[config.mk]
export PLATFORM = sky130hd
export DESIGN_NAME = epif_top
export DESIGN_NICKNAME = d
export VERILOG_FILES = /design/src/hw/epif_pkg.sv /design/src/hw/epif_flag_if.sv /design/src/hw/epif_flag_unit.sv /design/src/hw/epif_top.sv
export SDC_FILE = /design/constraint.sdc
export NUM_CORES = 1
export LEC_CHECK = 0
export ABC_AREA = 0
export BUFFER_PORTS_ARGS = -buffer_cell sky130_fd_sc_hd__buf_2
export CORE_MARGIN = 2
export CORE_UTILIZATION = 50
export CTS_BUF_LIST = sky130_fd_sc_hd__clkbuf_4 sky130_fd_sc_hd__clkbuf_8 sky130_fd_sc_hd__clkbuf_16
export DETAILED_ROUTE_END_ITERATION = 10
export MAX_ROUTING_LAYER = met4
export PLACE_DENSITY = 0.8
export SLEW_MARGIN = 0
export SYNTH_ARGS = -nofsm -noshare
export SYNTH_HDL_FRONTEND = slang
export SYNTH_HIERARCHICAL = 1
export SYNTH_SLANG_ARGS = --single-unit
export TNS_END_PERCENT = 20
[constraint.sdc]
create_clock -name i_clk_sys -period 1.95 [get_ports i_clk_sys]
set_input_delay 0.39 -clock i_clk_sys [delete_from_list [all_inputs] [get_ports i_clk_sys]]
set_output_delay 0.39 -clock i_clk_sys [all_outputs]
set_load 0.1 [all_outputs]
[src/hw/epif_pkg.sv]
package epif_pkg;
    localparam int NCH = 2;
    localparam int AW = 8;
    localparam int DW = 8;
    // Register offsets.
    localparam logic [7:0] OFS_FLAG = 8'h00;
    localparam logic [7:0] OFS_MODE = 8'h01;
    localparam logic [7:0] OFS_EDGE = 8'h02;
    localparam logic [7:0] OFS_EVT = 8'h03;
    localparam logic [7:0] OFS_MASK = 8'h04;
    // Field positions inside each register.
    localparam int BIT_CHAN0 = 0;
    localparam int BIT_CHAN1 = 1;
    // Reset values.
    localparam logic [1:0] RST_FLAG = 2'h0;
    localparam logic [1:0] RST_MODE = 2'h0;
    localparam logic [1:0] RST_EDGE = 2'h0;
    localparam logic [1:0] RST_EVT = 2'h0;
    localparam logic [1:0] RST_MASK = 2'h0;
    localparam logic [1:0] RST_PIN = 2'h3;
    localparam logic [7:0] RD_ZERO = 8'h00;
endpackage

[src/hw/epif_flag_if.sv]
`timescale 1ns/10ps
interface epif_flag_if;
    import epif_pkg::*;
    logic [NCH-1:0] pin_lvl;
    logic [NCH-1:0] edge_mode;
    logic [NCH-1:0] rise_sel;
    logic [NCH-1:0] sw_clear;
    logic [NCH-1:0] accept;
    logic [NCH-1:0] flag;
    logic [NCH-1:0] set_evt;
    modport ctrl (output pin_lvl, edge_mode, rise_sel, sw_clear, accept, input flag, set_evt);
    modport unit (input pin_lvl, edge_mode, rise_sel, sw_clear, accept, output flag, set_evt);
endinterface

[src/hw/epif_flag_unit.sv]
`timescale 1ns/10ps
module epif_flag_unit (
    // Clock and reset.
    input wire logic i_clk_sys,
    input wire logic i_rst_n,
    // Control and flags.
    epif_flag_if.unit fl
);
    import epif_pkg::*;

    logic [NCH-1:0] prev_reg;
    logic [NCH-1:0] flag_reg;
    logic [NCH-1:0] edge_hit;
    logic [NCH-1:0] flag_next;

    ////////////////////////////////////////////////////////////////////////////
    always_comb begin
        for (int i = 0; i < NCH; i++) begin
            edge_hit[i] = fl.rise_sel[i] ? (~prev_reg[i] & fl.pin_lvl[i]) : (prev_reg[i] & ~fl.pin_lvl[i]);
            if (!fl.edge_mode[i]) begin
                flag_next[i] = ~fl.pin_lvl[i];
            end else if (edge_hit[i]) begin
                flag_next[i] = 1'b1;
            end else if (fl.sw_clear[i] || fl.accept[i]) begin
                flag_next[i] = 1'b0;
            end else begin
                flag_next[i] = flag_reg[i];
            end
        end
    end

    always_ff @(posedge i_clk_sys or negedge i_rst_n) begin
        if (!i_rst_n) begin
            prev_reg <= RST_PIN;
        end else begin
            prev_reg <= fl.pin_lvl;
        end
    end

    always_ff @(posedge i_clk_sys or negedge i_rst_n) begin
        if (!i_rst_n) begin
            flag_reg <= RST_FLAG;
        end else begin
            flag_reg <= flag_next;
        end
    end

    assign fl.flag = flag_reg;
    assign fl.set_evt = flag_next & ~flag_reg;
endmodule

[src/hw/epif_top.sv]
// Functional notes
// - Level mode: flag reads 1 while the channel request pin is low.
// - Level mode: flag returns to 0 once the pin goes high, no software needed.
// - Edge mode: chosen pin edge sets the flag, which stays set afterwards.
// - Edge mode: writing 0 after reading the flag as 1 clears it.
// - Edge mode: CPU accepting the channel interrupt clears its flag.
// - Channel one flag at bit 1, channel zero at bit 0, reset 0, R/W.
`timescale 1ns/10ps
module epif_top (
    // Clock and reset.
    input wire logic i_clk_sys,
    input wire logic i_rst_n,
    // External request pins.
    input wire logic i_chan0_request_pin,
    input wire logic i_chan1_request_pin,
    // Interrupt acceptance from the CPU, one pulse per channel.
    input wire logic [epif_pkg::NCH-1:0] i_accept,
    // Register port.
    input wire logic [epif_pkg::AW-1:0] i_addr,
    input wire logic [epif_pkg::DW-1:0] i_wdata,
    input wire logic i_wr,
    input wire logic i_rd,
    output logic [epif_pkg::DW-1:0] o_rdata,
    // Interrupt and flags.
    output logic o_irq,
    output logic [epif_pkg::NCH-1:0] o_request_flags
);
    import epif_pkg::*;

    logic [NCH-1:0] sync1_reg;
    logic [NCH-1:0] sync2_reg;
    logic [NCH-1:0] mode_reg;
    logic [NCH-1:0] edge_reg;
    logic [NCH-1:0] evt_reg;
    logic [NCH-1:0] mask_reg;
    logic [NCH-1:0] armed_reg;
    logic [DW-1:0] rdata_reg;
    logic [DW-1:0] rdata_next;
    logic [NCH-1:0] wr_bits;

    epif_flag_if fl ();

    function automatic logic hit(input logic [AW-1:0] a, input logic [AW-1:0] ofs);
        hit = (a == ofs);
    endfunction

    function automatic logic [DW-1:0] widen(input logic [NCH-1:0] v);
        widen = {{(DW-NCH){1'b0}}, v};
    endfunction

    assign wr_bits = i_wdata[NCH-1:0];

    ////////////////////////////////////////////////////////////////////////////
    // Pin synchronisers; the first stage feeds only the second.
    always_ff @(posedge i_clk_sys or negedge i_rst_n) begin
        if (!i_rst_n) begin
            sync1_reg <= RST_PIN;
            sync2_reg <= RST_PIN;
        end else begin
            sync1_reg <= {i_chan1_request_pin, i_chan0_request_pin};
            sync2_reg <= sync1_reg;
        end
    end

    ////////////////////////////////////////////////////////////////////////////
    // Configuration registers.
    always_ff @(posedge i_clk_sys or negedge i_rst_n) begin
        if (!i_rst_n) begin
            mode_reg <= RST_MODE;
            edge_reg <= RST_EDGE;
            mask_reg <= RST_MASK;
        end else if (i_wr) begin
            if (hit(i_addr, OFS_MODE)) begin
                mode_reg <= wr_bits;
            end
            if (hit(i_addr, OFS_EDGE)) begin
                edge_reg <= wr_bits;
            end
            if (hit(i_addr, OFS_MASK)) begin
                mask_reg <= wr_bits;
            end
        end
    end

    // A read that sees a flag at 1 arms that channel for a clear; the next flag write disarms.
    always_ff @(posedge i_clk_sys or negedge i_rst_n) begin
        if (!i_rst_n) begin
            armed_reg <= '0;
        end else if (i_wr && hit(i_addr, OFS_FLAG)) begin
            armed_reg <= '0;
        end else if (i_rd && hit(i_addr, OFS_FLAG)) begin
            armed_reg <= armed_reg | fl.flag;
        end
    end

    ////////////////////////////////////////////////////////////////////////////
    // Flag unit connection.
    assign fl.pin_lvl = sync2_reg;
    assign fl.edge_mode = mode_reg;
    assign fl.rise_sel = edge_reg;
    assign fl.accept = i_accept & mode_reg;
    // Only a 0 written to an armed bit clears; 1s and unarmed 0s are ignored.
    assign fl.sw_clear = {NCH{i_wr && hit(i_addr, OFS_FLAG)}} & ~wr_bits & armed_reg;

    epif_flag_unit u_flag (
        .i_clk_sys(i_clk_sys),
        .i_rst_n(i_rst_n),
        .fl(fl)
    );

    assign o_request_flags = fl.flag;

    ////////////////////////////////////////////////////////////////////////////
    // Sticky event status, write one to clear; a new event wins over the clear.
    always_ff @(posedge i_clk_sys or negedge i_rst_n) begin
        if (!i_rst_n) begin
            evt_reg <= RST_EVT;
        end else begin
            if (i_wr && hit(i_addr, OFS_EVT)) begin
                evt_reg <= (evt_reg & ~wr_bits) | fl.set_evt;
            end else begin
                evt_reg <= evt_reg | fl.set_evt;
            end
        end
    end

    assign o_irq = |(evt_reg & mask_reg);

    ////////////////////////////////////////////////////////////////////////////
    // Read data, valid the cycle after the read strobe only.
    always_comb begin
        rdata_next = RD_ZERO;
        if (i_rd) begin
            unique case (1'b1)
                hit(i_addr, OFS_FLAG): rdata_next = widen(fl.flag);
                hit(i_addr, OFS_MODE): rdata_next = widen(mode_reg);
                hit(i_addr, OFS_EDGE): rdata_next = widen(edge_reg);
                hit(i_addr, OFS_EVT): rdata_next = widen(evt_reg);
                hit(i_addr, OFS_MASK): rdata_next = widen(mask_reg);
                default: rdata_next = RD_ZERO;
            endcase
        end
    end

    always_ff @(posedge i_clk_sys or negedge i_rst_n) begin
        if (!i_rst_n) begin
            rdata_reg <= RD_ZERO;
        end else begin
            rdata_reg <= rdata_next;
        end
    end

    assign o_rdata = rdata_reg;
endmodule

After elaboration in Yosys (flattened, before gate mapping):

Cells that the tools add are included.
Widths: inputs -> output; s select.

* $add $sub $neg: 0
* multipliers: 0
* div/mod/pow operators: 0
* $lt $le $gt $ge: 0
* equal/unequal tests: 4
* shift operators: 0
* mux-type cells: 13
* bitwise operators: 19
* reduce and logical (&&, ||, !) cells: 11

Operator list (count)
* $eq 8x2->1 const B: 2
* $and 2x2->2: 6
* $pmux 2 s5: 1
* $eq 8x1->1 const B: 1
* $eq 8x3->1 const B: 1
* $logic_not 8->1: 1
* $mux 1: 8
* $mux 2: 4
* $or 2x2->2: 3
* $reduce_and 2->1: 3
* $and 1x1->1: 4
* $not 1->1: 4
* $not 2->2: 2
* $logic_and 1x1->1: 3
* $logic_or 1x1->1: 2
* $reduce_bool 2->1: 1
* $reduce_or 2->1: 1

* register bits: 26
* bits in latches: 0
* RAM bits: 0
* bits in read-only memories: 0
* input port bits: 24
* output and inout bits: 11
* word-level logic and storage cells: 57
* memories kept: 0

Logic depth before layout (Yosys ltp):

* word-level depth: 11
* gate-level depth with buffers: 6
* mapped depth without buffers: 6

Cells and area by module:

The synthesis kept the hierarchy.

Modules (own cells, without submodules)
* epif_top: times used 1, cells each 66, area each 794.5 µm², seq. area each 405.4 µm²
* epif_flag_unit: times used 1, cells each 16, area each 193.9 µm², seq. area each 102.6 µm²

Least setup slack after synthesis:

No wires, ideal clock.

* kind: input to register
* start point: input i_addr[5] in the netlist's numbering
* end point: register mask_reg[0]
* library setup time: 0.125 ns
* arrival time: 1.721 ns
* data required time: 1.825 ns
* path slack: 0.104 ns
* stages on the path: 4
* path buffers: 0
* cells stage by stage: or4_4 > nor2_1 > and4_1 > mux2_2

* word-level cells in the longest chain between the ends: 2

RTL lines
* from (decl): RTL line epif_top.sv:19 `input wire logic [epif_pkg::AW-1:0] i_addr,`
* $eq 8x3->1: RTL line epif_top.sv:44 `hit = (a == ofs);`
* $reduce_and 2->1 (no line)
* to (signal assigned): RTL line epif_top.sv:80 `mask_reg <= wr_bits;`
* to (decl): RTL line epif_top.sv:35 `logic [NCH-1:0] mask_reg;`

No other way between the ends.
A chain may end at the register's enable or synchronous reset.

Worst setup path in the final report:

* start point: input i_addr[5] in the netlist's numbering
* end point: register u_flag.flag_reg[1], in the netlist u_flag/fl.flag[1]

* word-level cells in the longest chain between the ends: 8

RTL lines
* $logic_not 8->1: RTL line epif_top.sv:44
* $logic_and 1x1->1: RTL line epif_top.sv:103 `assign fl.sw_clear = {NCH{i_wr && hit(i_addr, OFS_FLAG)}} & ~wr_bits & armed_reg;`
* $and 2x2->2 (2 in series): RTL line epif_top.sv:103
* named net fl.sw_clear[1]: RTL line epif_flag_if.sv:7 `logic [NCH-1:0] sw_clear;`
* $logic_or 1x1->1: RTL line epif_flag_unit.sv:24 `end else if (fl.sw_clear[i] || fl.accept[i]) begin`
* $mux 1: RTL line epif_flag_unit.sv:24
* $mux 1: RTL line epif_flag_unit.sv:22 `end else if (edge_hit[i]) begin`
* $mux 1: RTL line epif_flag_unit.sv:20 `if (!fl.edge_mode[i]) begin`
* named net u_flag.flag_next[1]: RTL line epif_flag_unit.sv:14 `logic [NCH-1:0] flag_next;`
* to (signal assigned): RTL line epif_flag_unit.sv:44 `flag_reg <= flag_next;`
* to (decl): RTL line epif_flag_unit.sv:12 `logic [NCH-1:0] flag_reg;`

The timed path passes the listed nets, and every way through them passes these cells.

==> flow_metrics.tcl <==
set metrics [dict create \
    instances_no_fill 138 \
    dp_hpwl_mm 1.45 \
    netlist_area_sq_um 988 \
    path_delay_family "simple AND/OR/NAND/NOR gates" \
    synth_top_flop_cell "dfrtp_1" \
    yosysMostFrequentCell "dfrtp_1" \
    placed_cells 134 \
    yosys.area_share.adder_pct 0 \
    fin_util_pct 61.0 \
    cts_tree "built" \
    criticalPathCategory "in2reg" \
    synth_top_area_cell "dfrtp_1" \
    async_flop_share_pct 100 \
    max-clock-path-buffers 2 \
    nNetsFinal 136 \
    drt_iter0_markers 20 \
    portBuffers 22 \
    period_share_pct 92.2 \
    synth_top_family_by_area "simple AND/OR/NAND/NOR gates" \
    start_util_pct 51.4 \
    die_w_microns 48.5 \
    overflow 0 \
    fin_crit_ps 1800 \
    synth_seq_cells 20 \
    vias 763 \
    yosys.area.top_type_share_pct 35.4 \
    endpoint_kind "register" \
    final.setup.tns_ps 0 \
    slew_viol_final 0 \
    synthTopCellsByArea "dfrtp_1 (35%), dfstp_2 (16%), mux2_2 (9.1%), buf_4 (4.6%), a21o_1 (3.0%)" \
    die_y_microns 48.5 \
    synth-simple-area-share_pct 22.7 \
    fmax_mhz 556 \
    setup_viol 0 \
    crit_chain "buf_2 -> or4_4 -> nor2_1 -> nand4b_1 -> nor3b_1 -> nand4bb_1 -> nand3_1" \
    cts_hold_buf 0 \
    irDropWorstVdd_v 0.000612 \
    drtPass1Iterations 4 \
    syn_avg_cell_area_sq_um 12.1 \
    power_density_nw_per_um2 720 \
    critPathBufInv 1 \
    skew_ps 7.39 \
    seq_area_frac_synth_pct 51.4 \
    htree_num_levels 1 \
    die_area_sq_um 2350 \
    crit_fanout 4 \
    post_drt_wl_per_cell_microns 13.7 \
    grt_pass1_vias 751 \
    drv_cap 0 \
    antenna_left 0 \
    grt_max_degree 21 \
    crit_slowest_cell "or4_4" \
    max_stage_delay_ps 560 \
    arrival_ps 1990 \
    grt_usage_pct 18.6 \
    cts_resized 0 \
    synthXorXnorAreaFrac_pct 0 \
    pin_count 35 \
    vias_per_cell 5.53 \
    core.rowCount 16 \
    yosys_warnings 6 \
    drt-total-wl_mm 1.89 \
    clkLatencyLatePin_ps 300 \
    synthTopCellsByCount "dfrtp_1 (14), mux2_2 (8), buf_4 (6), dfstp_2 (6), nand2_1 (5)" \
    grt_pass1_wl_mm 3.25 \
    synth_cell_type_count 28 \
    required_ps 2140 \
    power.total_mw 0.844 \
    coreArea_sq_um 1920 \
    leakagePower_nw 0.534 \
    final-hold-violation-count 0 \
    hold_path.class "in2async" \
    synth_edf_count 0 \
    cp-start-kind "primary input" \
    drc 0 \
    cts.sinks 20 \
    area_delta_synth_final_pct 18.6 \
    status "completed" \
    drive_gt1_share_pct 44.1 \
    place_congestion 0.839 \
    n_antenna_cell 0 \
    synth_cells 82 \
    clk_pin_slew_worst_paths_ps 100 \
    rsz0062_at_grt "no" \
    synth_compound_area_share_pct 11.9 \
    synth_mux_area_share_pct 9.11 \
    cts_buffers 3 \
    postCtsSetupRepairBufs 0 \
    antenna_found_initial 0 \
    cts_root_buf "clkbuf_4" \
]
## final cells by class
type | count | area [sq um]
fill | 169 | 749
sequential | 20 | 508
multi-input combinational | 61 | 454
timing repair buffer | 26 | 140
clock buffer | 4 | 36.3
tap | 27 | 33.8
## power by group
part	switching, mW	internal (mW)
clock network	0.119	0.114
logic	0.122	0.0400
registers	0.0140	0.436
## final timing paths
path,startpoint,end,slack [ps],cells past startpoint
max,i_addr[5],u_flag/fl.flag[1],150,7
min,i_rst_n,o_rdata[1],1,1
max reg2reg,fl.edge_mode[0],o_rdata[0],740,4
min reg2reg,sync1_reg[0],fl.pin_lvl[0],360,0
max in group asynchronous,i_rst_n,sync1_reg[0],1610,1
min in group i_clk_sys,i_chan1_request_pin,sync1_reg[1],180,1
## kinds of logic after synthesis
family / after synthesis
AOI/OAI and AO/OA: 16
muxes: 8
buffers and inverters: 6
and+or+nand+nor: 31
DFF: 20
other: 1
## layer usage
metal  vias to the layer above  track usage, %  wire length [microns]
li1                        361               -                      -
met1                       364            21.1                    775
met2                        32            30.8                    934
met3                         6            6.17                    143
met4                         0            6.67                     40
met5                         -               -                      0
## per-stage QoR
step	worst slack [ps]	area [sq um]	hold slack, ps
after CTS	180	1170	13.1
after floorplan	104	1010	94.4
after detailed placement	-140	1140	349
final	153	1170	1.37
after global placement	-63.3	1140	347
after global routing	117	1170	17.2
## worst reg2reg max path, stage by stage, from the launching register on
cell     delay, ps
dfrtp_1        440
mux2_2         290
a22o_1         240
nand2_1         60
a31oi_1         80
## placed cells by master (no fill, tap or decap)
cell and n:
nor2b_1 1, a22o_1 3, o311ai_1 1, buf_2 22, nor3b_1 2, or4_4 1
conb_1 6, buf_4 4, nand4bb_1 1, a21oi_1 2, a31oi_1 4, nor3_1 1
nand2b_1 2, nor4b_4 1, nor2_1 2, dfstp_2 6, clkbuf_4 3, dfrtp_1 14
mux2_2 8, a21o_1 4, nand3_1 1, nand2_1 5, and4_1 1, a21oi_2 2
nand3b_2 1, nand4b_1 3, nor4b_1 1, nand4_1 4, and2_1 2, nand3b_1 2
clkbuf_8 1
Power figures use the tool's default switching activity.
